[src/common/pcsu_map.vh]
// Constants for the program-counter sequencing unit
`ifndef PCSU_MAP_VH
`define PCSU_MAP_VH
`define PCSU_PC_W        13
`define PCSU_PC_RST      13'h0000
`define PCSU_LOW_MSB     7
`define PCSU_HIGH_LSB    8
`define PCSU_PAGE_LSB    11
`define PCSU_JUMP_W      11
`define PCSU_LATCH_LO    4
`define PCSU_LATCH_PG_LSB 3
`define PCSU_LATCH_RST   8'h00
`define PCSU_STK_DEPTH   8
`define PCSU_STK_PTR_W   3
`define PCSU_STK_PTR_RST 3'h0
`define PCSU_ADDR_W      9
`define PCSU_BANK_BIT    8
`define PCSU_IND_PORT    7'h00
`define PCSU_DIR_W       7
`define PCSU_ZERO_BYTE   8'h00
`define PCSU_FSR_RST     8'h00
`endif

[src/logic/pcsu_core.v]
// Program counter, return stack and indirect data addressing
// What this block does
// - Program counter is 13 bits; low byte is a readable, writable register.
// - Upper counter bits are never directly accessed; they load from the latch, a stack pop, the interrupt vector or an increment carry.
// - Any reset clears the whole program counter.
// - Low-byte write loads low byte and copies latch bits 4..0 to bits 12..8.
// - Call and jump take the low 11 counter bits from the instruction.
// - Call and jump take counter bits 12..11 from latch bits 4..3.
// - Adding to the low byte acts as a computed jump within 256 words.
// - Eight-entry 13-bit return stack, outside memory, pointer hidden from software.
// - Calls and interrupt vectoring push the program counter.
// - Return, return_with_literal and return_from_interrupt pop all 13 bits.
// - Pushes and pops leave the high latch unchanged.
// - Stack wraps circularly; ninth push overwrites the first entry.
// - No overflow or underflow status is provided.
// - Program space is 8K words in four 2K pages.
// - The indirect port has no storage; it accesses the pointed location.
// - Indirect read of the indirect port itself returns zero.
// - Indirect write to the indirect port itself stores nothing.
// - Indirect address is 9 bits from the 8-bit pointer and bank bit.
`timescale 1ns/100ps
`include "pcsu_map.vh"

module pcsu_core (
  // Clock and reset
  input  wire        sys_clk,
  input  wire        rst_b,
  // Sequencing requests from the decoder, one cycle each
  input  wire        inc_req,
  input  wire        low_wr,
  input  wire [7:0]  low_wr_data,
  input  wire        jump_req,
  input  wire        call_req,
  input  wire [10:0] jump_target,
  input  wire        int_req,
  input  wire [12:0] int_vector,
  input  wire        ret_req,
  // High latch and pointer writes
  input  wire        latch_wr,
  input  wire [7:0]  latch_wr_data,
  input  wire        ptr_wr,
  input  wire [7:0]  ptr_wr_data,
  input  wire        indirect_bank_bit,
  // Data-space access from the decoder
  input  wire [6:0]  dir_addr,
  input  wire        dir_bank,
  input  wire        data_wr_req,
  input  wire [7:0]  ram_rd_data,
  // Program counter view
  output reg  [12:0] pc_ff,
  output reg  [7:0]  pc_high_latch_ff,
  output reg  [7:0]  file_select_pointer_ff,
  output wire [7:0]  pc_low_byte,
  // Data-space address and gated data
  output wire [8:0]  data_addr,
  output wire        data_wr_en,
  output wire [7:0]  data_rd_data
);

  // Sources for the next program counter, one code per sequencing action; call and jump share SRC_PAGE
  localparam [2:0] SRC_HOLD = 3'h0;
  localparam [2:0] SRC_INC  = 3'h1;
  localparam [2:0] SRC_LOW  = 3'h2;
  localparam [2:0] SRC_PAGE = 3'h3;
  localparam [2:0] SRC_POP  = 3'h4;
  localparam [2:0] SRC_VEC  = 3'h5;

  // Return stack storage and its hidden pointer; neither is mapped anywhere
  reg  [12:0] stack_ff [0:`PCSU_STK_DEPTH-1];
  reg  [2:0]  sp_ff;

  // Action chosen for this cycle
  reg  [2:0]  pc_src;
  reg         do_push;
  reg         do_pop;

  // Next-state values
  reg  [12:0] nxt_pc;
  reg  [2:0]  nxt_sp;
  reg  [12:0] push_data;
  reg  [7:0]  nxt_pc_high_latch;
  reg  [7:0]  nxt_file_select_pointer;

  // Candidate counter values and stack views
  wire [12:0] pc_plus;
  wire [12:0] page_addr;
  wire [12:0] low_addr;
  wire [2:0]  sp_up;
  wire [2:0]  sp_down;
  wire [12:0] pop_data;

  // Data-space decode
  wire        ind_sel;
  wire        self_ptr;
  wire        null_access;
  wire [8:0]  ind_addr;
  wire [8:0]  dir_full_addr;

  // Loop index for clearing the stack under reset
  integer     i;

  // Direct field or pointer naming the indirect port; both decodes share it
  function is_ind_port;
    input [6:0] a;
    begin
      is_ind_port = (a == `PCSU_IND_PORT);
    end
  endfunction

  // One circular step of the stack pointer; the wrap is silent
  function [2:0] sp_step;
    input [2:0] p;
    input       up;
    begin
      if (up) begin
        sp_step = p + 3'h1;
      end else begin
        sp_step = p - 3'h1;
      end
    end
  endfunction

  // High counter bits come only from the latch: a page pair or the full high part
  function [12:0] load_addr;
    input [7:0]  latch;
    input [10:0] low_part;
    input        page;
    begin
      if (page) begin
        load_addr = {latch[`PCSU_LATCH_LO:`PCSU_LATCH_PG_LSB], low_part};
      end else begin
        load_addr = {latch[`PCSU_LATCH_LO:0], low_part[`PCSU_LOW_MSB:0]};
      end
    end
  endfunction

  // Plain step; a carry out of bit 12 wraps to zero
  assign pc_plus = pc_ff + 13'h0001;

  // Page-relative target for call and jump
  assign page_addr = load_addr(pc_high_latch_ff, jump_target, 1'b1);

  // An add result lands here too, with no carry into the high bits
  assign low_addr = load_addr(pc_high_latch_ff, {3'h0, low_wr_data}, 1'b0);

  // Neighbouring pointer values and the entry a pop would restore
  assign sp_up    = sp_step(sp_ff, 1'b1);
  assign sp_down  = sp_step(sp_ff, 1'b0);
  assign pop_data = stack_ff[sp_down];

  // Low byte seen by software; the high bits have no read path
  assign pc_low_byte = pc_ff[`PCSU_LOW_MSB:0];

  // Priority: interrupt, return, call or jump, low write, increment; the rest is dropped
  always @* begin
    pc_src  = SRC_HOLD;
    do_push = 1'b0;
    do_pop  = 1'b0;
    if (int_req) begin
      pc_src  = SRC_VEC;
      do_push = 1'b1;
    end else if (ret_req) begin
      pc_src = SRC_POP;
      do_pop = 1'b1;
    end else if (call_req | jump_req) begin
      pc_src  = SRC_PAGE;
      do_push = call_req;
    end else if (low_wr) begin
      pc_src = SRC_LOW;
    end else if (inc_req) begin
      pc_src = SRC_INC;
    end
  end

  // Next program counter from the chosen source
  always @* begin
    case (pc_src)
      SRC_INC: begin
        nxt_pc = pc_plus;
      end
      SRC_LOW: begin
        nxt_pc = low_addr;
      end
      SRC_PAGE: begin
        nxt_pc = page_addr;
      end
      SRC_POP: begin
        nxt_pc = pop_data; // All 13 bits come back
      end
      SRC_VEC: begin
        nxt_pc = int_vector;
      end
      SRC_HOLD: begin
        nxt_pc = pc_ff;
      end
      default: begin
        nxt_pc = pc_ff;
      end
    endcase
  end

  // An interrupt saves the instruction not yet run; a call saves the one after it
  always @* begin
    if (int_req) begin
      push_data = pc_ff;
    end else begin
      push_data = pc_plus;
    end
  end

  // Pointer moves up on a push, down on a pop; overflow and underflow wrap
  always @* begin
    nxt_sp = sp_ff;
    if (do_push) begin
      nxt_sp = sp_up;
    end else if (do_pop) begin
      nxt_sp = sp_down;
    end
  end

  // Latch follows its own write only; pushes and pops never touch it
  always @* begin
    nxt_pc_high_latch = pc_high_latch_ff;
    if (latch_wr) begin
      nxt_pc_high_latch = latch_wr_data;
    end
  end

  // Pointer follows its own write only
  always @* begin
    nxt_file_select_pointer = file_select_pointer_ff;
    if (ptr_wr) begin
      nxt_file_select_pointer = ptr_wr_data;
    end
  end

  // Program counter; every reset clears all of it
  always @(posedge sys_clk or negedge rst_b) begin
    if (!rst_b) begin
      pc_ff <= `PCSU_PC_RST;
    end else begin
      pc_ff <= nxt_pc;
    end
  end

  // Stack pointer, invisible to software
  always @(posedge sys_clk or negedge rst_b) begin
    if (!rst_b) begin
      sp_ff <= `PCSU_STK_PTR_RST;
    end else begin
      sp_ff <= nxt_sp;
    end
  end

  // Stack entries; a ninth push lands on the oldest slot
  always @(posedge sys_clk or negedge rst_b) begin
    if (!rst_b) begin
      for (i = 0; i < `PCSU_STK_DEPTH; i = i + 1) begin
        stack_ff[i] <= `PCSU_PC_RST;
      end
    end else if (do_push) begin
      stack_ff[sp_ff] <= push_data;
    end
  end

  // High latch register
  always @(posedge sys_clk or negedge rst_b) begin
    if (!rst_b) begin
      pc_high_latch_ff <= `PCSU_LATCH_RST;
    end else begin
      pc_high_latch_ff <= nxt_pc_high_latch;
    end
  end

  // Pointer register
  always @(posedge sys_clk or negedge rst_b) begin
    if (!rst_b) begin
      file_select_pointer_ff <= `PCSU_FSR_RST;
    end else begin
      file_select_pointer_ff <= nxt_file_select_pointer;
    end
  end

  // Indirect access when the direct field names the indirect port
  assign ind_sel  = is_ind_port(dir_addr);
  assign self_ptr = is_ind_port(file_select_pointer_ff[`PCSU_DIR_W-1:0]);

  // A pointer back onto the port itself reads zero and stores nothing
  assign null_access = ind_sel & self_ptr;

  // Bank bit on top, pointer below
  assign ind_addr      = {indirect_bank_bit, file_select_pointer_ff};
  assign dir_full_addr = {1'b0, dir_bank, dir_addr};

  // Combinational so the data memory sees the address in the same cycle
  assign data_addr = ind_sel ? ind_addr : dir_full_addr;

  // Status flags stay with the decoder; only the store is suppressed
  assign data_wr_en   = data_wr_req & ~null_access;
  assign data_rd_data = null_access ? `PCSU_ZERO_BYTE : ram_rd_data;

endmodule

[config.mk]
export PLATFORM = sky130hd
export DESIGN_NAME = pcsu_core
export DESIGN_NICKNAME = d
export VERILOG_FILES = /design/src/logic/pcsu_core.v
export VERILOG_INCLUDE_DIRS = /design/src /design/src/common
export SDC_FILE = /design/constraint.sdc
export NUM_CORES = 1
export LEC_CHECK = 0
export BUFFER_PORTS_ARGS = -buffer_cell sky130_fd_sc_hd__buf_4
export CORE_ASPECT_RATIO = 1.2
export CORE_MARGIN = 8
export CORE_UTILIZATION = 44
export CTS_CLUSTER_SIZE = 12
export DETAILED_ROUTE_END_ITERATION = 10
export GPL_ROUTABILITY_DRIVEN = 0
export PLACE_DENSITY = 0.66
export SETUP_SLACK_MARGIN = 0.1
export SLEW_MARGIN = 20
export SYNTH_ARGS = -nofsm -noshare
export SYNTH_HDL_FRONTEND = slang
export SYNTH_SLANG_ARGS = --single-unit
[constraint.sdc]
create_clock -name sys_clk -period 2.7 [get_ports sys_clk]
set_input_delay 0 -clock sys_clk [delete_from_list [all_inputs] [get_ports sys_clk]]
set_output_delay 0 -clock sys_clk [all_outputs]
set_load 0.005 [all_outputs]
==> results.cfg, run 1 <==
[clock_tree]
cts.sinks = 136
path_clk_slew_ns = 0.07
clock_path_buffers = 2
cts_root_buf = clkbuf_16
cts_made_buffers = 17
clk_latency_ns = 0.42
cts_resized = 0
htree_levels = 4
cts_tree = built

[layout]
syn2layout_area_growth_pct = 33.5
nFillCells = 1199
diodes = 0
fin_nets = 887
multi_input_area_sq_mm = 0.00307
seq_area_sq_mm = 0.00340
drive_above_1_share = 0.272
stdcell_area_sq_mm = 0.00903

[pwr]
swShare = 0.364
leakage_nw = 4.00
peakVddDrop_uv = 456
finalPower_mw = 9.11
p_clk_frac = 0.249
power_frac_comb = 0.379
switchingPower_mw = 3.32
p_per_area_mw_per_mm2 = 1010
intPower_mw = 5.79
pwr-share-seq = 0.371

[synthesis]
synthTopCellsByArea = dfrtp_1, mux4_2, o21ai_0, nand2_1, xnor2_1
syn_nets = 718
ys_seq_elements = 136
async_reset_ff_frac = 1.00
synth_edf_count = 0
yosysSeqAreaShare = 0.503
ys_types = 50
synth_cells = 639
yosysTopAreaCellShare = 0.503
syn-cell-area_sq_mm = 0.00676
yosysTopAreaCell = dfrtp_1
synthFlopType = dfrtp_1
syn_area_per_cell_sq_um = 10.6
ys_warn_count = 0

[floorplan]
die_y_um = 152
rows = 49
die-area_sq_mm = 0.0196
core_area_sq_mm = 0.0150
die_width_um = 129
start_util = 0.450
num_io_pins = 131

[flow_run]
drv_cap = 0

[routing]
postRouteAntennaNets = 0
drc = 0
firstDrtPassIters = 5
finalWirelength_mm = 20.8
avgViaCountPerCell = 5.66
route.vias.total = 5798
drt_iter0_markers = 511
wl_per_cell_um = 20.3

[timing]
setup_viol = 0
period_share = 0.867
fmax_mhz = 427
drv_slew = 0
hold_ws_ns = 0.0210
hold_viol_final = 0
worst_slack_ns = 0.359
skew_ns = 0.0117
min_period_ns = 2.34
fin_tns_setup_ns = 0
worstMarginPinSlew_ns = 1.14
rsz0062_at_grt = no
slew_headroom = 0.236

[critical_path]
r2r_slack_ns = 0.36
arrival_ns = 2.68
critical_path_class = flip-flop to flip-flop
end_kind = flip-flop
rr_worst_depth = 6
r2r-start = sp_ff[0]$_DFFE_PN0P_
cp-startpoint = sp_ff[0]$_DFFE_PN0P_
r2r-end = pc_ff[10]$_DFFE_PN0P_
required_ns = 3.04
crit_fanout = 12
start_kind = flip-flop
crit_end = pc_ff[10]$_DFFE_PN0P_

[placed_design]
detailed_place_hpwl_mm = 14.3
pre_cts_ws_ns = 0.430
placed_cell_area_sq_mm = 0.00787
buffer_ports.inserted = 130

[global_routing]
grt_overflow = 0
grt_pass1_wl_mm = 33.3
grt_max_degree = 84
grt_pass1_vias = 6103
antenna_found_initial = 0
grt_use_total = 0.221

[min_path]
holdCritStartpoint = int_vector[7]
hp-class = input port to flip-flop

[outcome]
outcome = finished, final reports clean
==> state kept, by name (all words and copies together), names as in the netlist <==
signal and flops:
pc_ff 13, pc_high_latch_ff 8, sp_ff 3, file_select_pointer_ff 8, stack_ff 104
==> area by class of cell <==
| type | count | area share |
|---|---|---|
| Sequential cell | 136 | 0.377 |
| Multi-Input combinational cell | 444 | 0.340 |
| Timing Repair Buffer | 201 | 0.186 |
| Clock buffer | 20 | 0.0506 |
| Tap cell | 204 | 0.0283 |
| Clock inverter | 12 | 0.0141 |
| Inverter | 8 | 0.00333 |
==> repair_timing <==
action / CTS / global route
hold buffers: 57 / 0
setup buffers: 0 / 0
endpoints found under the hold margin: 81 / 0
endpoints found under the setup margin: 0 / 0
==> power groups by stage <==
stage | registers, mW | clock network (mW) | logic, mW
after CTS | 3.37 | 2.31 | 3.47
after global routing | 3.47 | 2.41 | 3.82
after global placement | 3.34 | 0 | 3.25
after detailed placement | 3.40 | 0 | 3.35
after floorplan | 3.20 | 0 | 2.30
final | 3.38 | 2.27 | 3.46
==> worst max-delay path, stage by stage, from the launching register on <==
cell	delay (ns)
dfrtp_2	0.40
inv_1	0.17
ha_1	0.21
xnor2_1	0.12
nor2b_1	0.89
a22oi_1	0.23
a22oi_1	0.23
==> layer usage <==
metal  global-route usage  share of wire  vias to the layer above
met3               0.0634          0.089                       43
met4               0.0977          0.031                        0
met1                0.264           0.41                     2850
li1                     -              -                     2654
met2                0.364           0.47                      251
met5                    0              0                        -
==> metrics by stage <==
| stage | util | cells |
|---|---|---|
| final | 0.601 | 1025 |
| after detailed placement | 0.524 | 936 |
| after floorplan | - | 639 |
| after global placement | 0.524 | 936 |
| after CTS | 0.601 | 1025 |
| after global routing | 0.601 | 1025 |
==> cell usage after synthesis, types with 3 or more instances <==
| cell | instances |
|---|---|
| clkbuf_1 | 27 |
| o2111ai_1 | 7 |
| xnor2_1 | 20 |
| buf_1 | 4 |
| and3_1 | 3 |
| nor2b_1 | 4 |
| nand2_1 | 120 |
| and2_1 | 13 |
| nor2_1 | 9 |
| o21ai_0 | 100 |
| xor2_1 | 3 |
| a22oi_1 | 14 |
| or4_1 | 9 |
| nor3_1 | 11 |
| mux4_2 | 26 |
| inv_1 | 8 |
| nand4_1 | 5 |
| nand3_1 | 13 |
| dfrtp_1 | 136 |
| a21o_1 | 7 |
| a21oi_1 | 3 |
| a222oi_1 | 6 |
| buf_4 | 8 |
| or2_1 | 3 |
| buf_6 | 3 |
| mux2i_1 | 3 |
| ha_1 | 3 |
| o211ai_1 | 13 |
| buf_2 | 9 |
| or3_1 | 3 |
| mux2_2 | 15 |
| nor4_1 | 4 |
==> placed cells by master, fill, tap and decap left out, types with 7 or more instances in the layout <==
master and instances:
o2111ai_1 7, xnor2_1 20, o21ai_0 100, nor3_1 11, nor2_1 9, and2_1 13
mux2_2 15, dlygate4sd3_1 57, or4_1 9, o211ai_1 13, nand2_1 120, a22oi_1 14
clkbuf_16 17, nand3_1 13, buf_4 141, dfrtp_1 135, inv_6 7, mux4_2 26
a21o_1 7, inv_1 8
==> cells by family after synthesis <==
logic type      after synthesis  synth area share
buf+inv                      59            0.0422
mux                          45             0.118
flops                       136             0.503
fa+ha+maj                     3           0.00555
compound gates              165             0.151
xor+xnor                     24            0.0322
simple gates                207             0.148
==> how the worst min path moves through the flow <==
stage	slack, ns	depth (start not counted)	end
3_5_place_dp	0.005	1	stack_ff[92]$_DFFE_PN0P_
2_1_floorplan	-0.30	0	file_select_pointer_ff[0]$_DFFE_PN0P_
3_3_place_gp	0.001	1	stack_ff[92]$_DFFE_PN0P_
4_1_cts	0.01	4	pc_ff[12]$_DFFE_PN0P_
6_report	0.02	4	pc_ff[7]$_DFFE_PN0P_
5_1_grt	0.01	4	pc_ff[12]$_DFFE_PN0P_
No activity file was read; power rests on OpenSTA's default activity.
==> run 2: changes to the inputs <==
- CORE_UTILIZATION: 44 -> 56
- PLACE_DENSITY: 0.66 -> 0.81
==> run 2 against run 1 <==
- register-to-register slack got worse by 0.20 ns
- sequential share of layout area barely moved
- die area down 19%
- critical path depth rose by 1
- non-clock buffer count up 1
- worst hold slack improved by 0.027 ns
- maximum frequency is 8.0% lower
- global-route usage rose by 8.3 points
- clock skew shrank 0.0031 ns
- total power up 3.7%
- sequential power rose by 1%
- setup slack worse by 0.20 ns
- largest cell class unchanged
==> results.cfg, run 2 (same netlist as run 1, synthesis figures left out) <==
[outcome]
outcome = finished, final reports clean

[pwr]
leakage_nw = 4.03
power_frac_comb = 0.370
finalPower_mw = 9.45
p_clk_frac = 0.268
peakVddDrop_uv = 621
intPower_mw = 6.09
switchingPower_mw = 3.35
p_per_area_mw_per_mm2 = 1040
pwr-share-seq = 0.362
swShare = 0.355

[timing]
worst_slack_ns = 0.156
skew_ns = 0.00867
fmax_mhz = 393
rsz0062_at_grt = no
setup_viol = 0
hold_viol_final = 0
min_period_ns = 2.54
worstMarginPinSlew_ns = 0.934
slew_headroom = 0.361
period_share = 0.942
fin_tns_setup_ns = 0
hold_ws_ns = 0.0479
drv_slew = 0

[min_path]
hp-class = input port to flip-flop
holdCritStartpoint = int_vector[12]

[floorplan]
die-area_sq_mm = 0.0159
die_y_um = 136
start_util = 0.566
core_area_sq_mm = 0.0119
rows = 44
die_width_um = 116
num_io_pins = 131

[layout]
largest_register_ffs = 104
top_regs = stack_ff x104, pc_ff x13
stdcell_area_sq_mm = 0.00904
max_flop_register = stack_ff
final_cells = 984
drive_above_1_share = 0.274
nFillCells = 657
final_core_util = 0.757
mostFrequentLayoutCell = buf_4
fin_nets = 888
final_cell_mix = buf_4, dfrtp_1, nand2_1
syn2layout_area_growth_pct = 33.7

[clock_tree]
path_clk_slew_ns = 0.06
cts_tree = built
post_cts_buffers = 0
htree_levels = 4
clock_path_buffers = 2
clk_latency_ns = 0.42
cts.sinks = 136
cts_made_buffers = 17
cts_root_buf = clkbuf_16

[critical_path]
end_kind = flip-flop
cp-startpoint = sp_ff[1]$_DFFE_PN0P_
r2r_slack_ns = 0.16
cp_num_buf_inv = 3
critical_path_class = flip-flop to flip-flop
crit_chain = inv_1, ha_1, buf_12, mux4_2, a221oi_1, dlygate4sd3_1, o211ai_1
r2r-end = pc_ff[5]$_DFFE_PN0P_
crit_fanout = 26
start_kind = flip-flop
cpPeakStageDelay_ns = 0.58
required_ns = 2.99
path_depth = 7
critPathTopFamily = buffers and inverters
r2r-start = sp_ff[1]$_DFFE_PN0P_
crit_end = pc_ff[5]$_DFFE_PN0P_
cp_slowest_cell = dlygate4sd3_1
arrival_ns = 2.83
rr_worst_depth = 7

[routing]
firstDrtPassIters = 9
wl_per_cell_um = 23.7
postRouteAntennaNets = 0
finalWirelength_mm = 23.3
route.vias.total = 6258
top_layer_used = met4
drt_iter0_markers = 637
dr_wl_met3_mm = 2.62
route.met2.wl_mm = 11.2
avgViaCountPerCell = 6.36
drt-met1-wl_mm = 8.23
drc = 0

[flow_run]
drv_cap = 0

[placed_design]
pre_cts_ws_ns = 0.563
buffer_ports.inserted = 130
place_inst = 896
placed_cell_area_sq_mm = 0.00784
detailed_place_hpwl_mm = 14.1

[global_routing]
grt_overflow = 0
grt_pass1_wl_mm = 36.3
antenna_found_initial = 2
grt_max_degree = 61
grt_use_total = 0.304
grt_pass1_vias = 6523
## run 2: cell types whose count changed in the layout (fill, tap and decap cells not counted), sizes merged
cell / before / now
clkbuf: 20 / 19
diode: 0 / 2
dlygate4sd3: 57 / 55
clkinv: 2 / 5
buf: 144 / 147
inv: 16 / 9
bufinv: 1 / 5
## run 2: final cells by class
class                      count  area (sq um)  share of cell area
inverter                       8          30.0             0.00332
antenna                        2          5.00            0.000554
sequential                   136          3400               0.377
tap                          161           201              0.0223
timing repair buffer         202          1680               0.186
clock buffer                  19           443              0.0490
multi-input combinational    444          3070               0.340
clock inverter                12           199              0.0220
## run 2: power groups by stage
stage	combinational (mW)	sequential [mW]	clock (mW)
after CTS	3.41	3.37	2.53
final	3.50	3.42	2.53
after global routing	3.80	3.48	2.62
after global placement	3.14	3.34	0
after detailed placement	3.27	3.40	0
after floorplan	2.30	3.20	0
## run 2: what timing repair did
action	4_1_cts	5_1_grt
setup endpoints to repair	0	1
resized for setup	0	1
endpoints found under the hold margin	83	0
hold buffers	55	0
## run 2: layer usage
layer	up-vias	global-route usage
met2	428	0.487
met4	0	0.187
met1	3072	0.344
met3	99	0.101
met5	-	0
li1	2659	-
## run 2: worst min path at each step
| stage | end | slack [ns] | cells after the start |
|---|---|---|---|
| floorplan | file_select_pointer_ff[0]$_DFFE_PN0P_ | -0.30 | 0 |
| global placement | stack_ff[79]$_DFFE_PN0P_ | 0.10 | 1 |
| detailed placement | stack_ff[52]$_DFFE_PN0P_ | 0.12 | 1 |
| CTS | pc_ff[8]$_DFFE_PN0P_ | 0.02 | 3 |
| global route | pc_ff[8]$_DFFE_PN0P_ | 0.05 | 3 |
| finish | pc_ff[12]$_DFFE_PN0P_ | 0.05 | 4 |
## run 2: worst reg2reg max path, delay by kind of cell (launching register included)
kind            cells  cell delay (ns)
compound gates      2             0.34
fa+ha+maj           1             0.39
buf+inv             3             0.89
flops               1             0.45
mux                 1             0.35
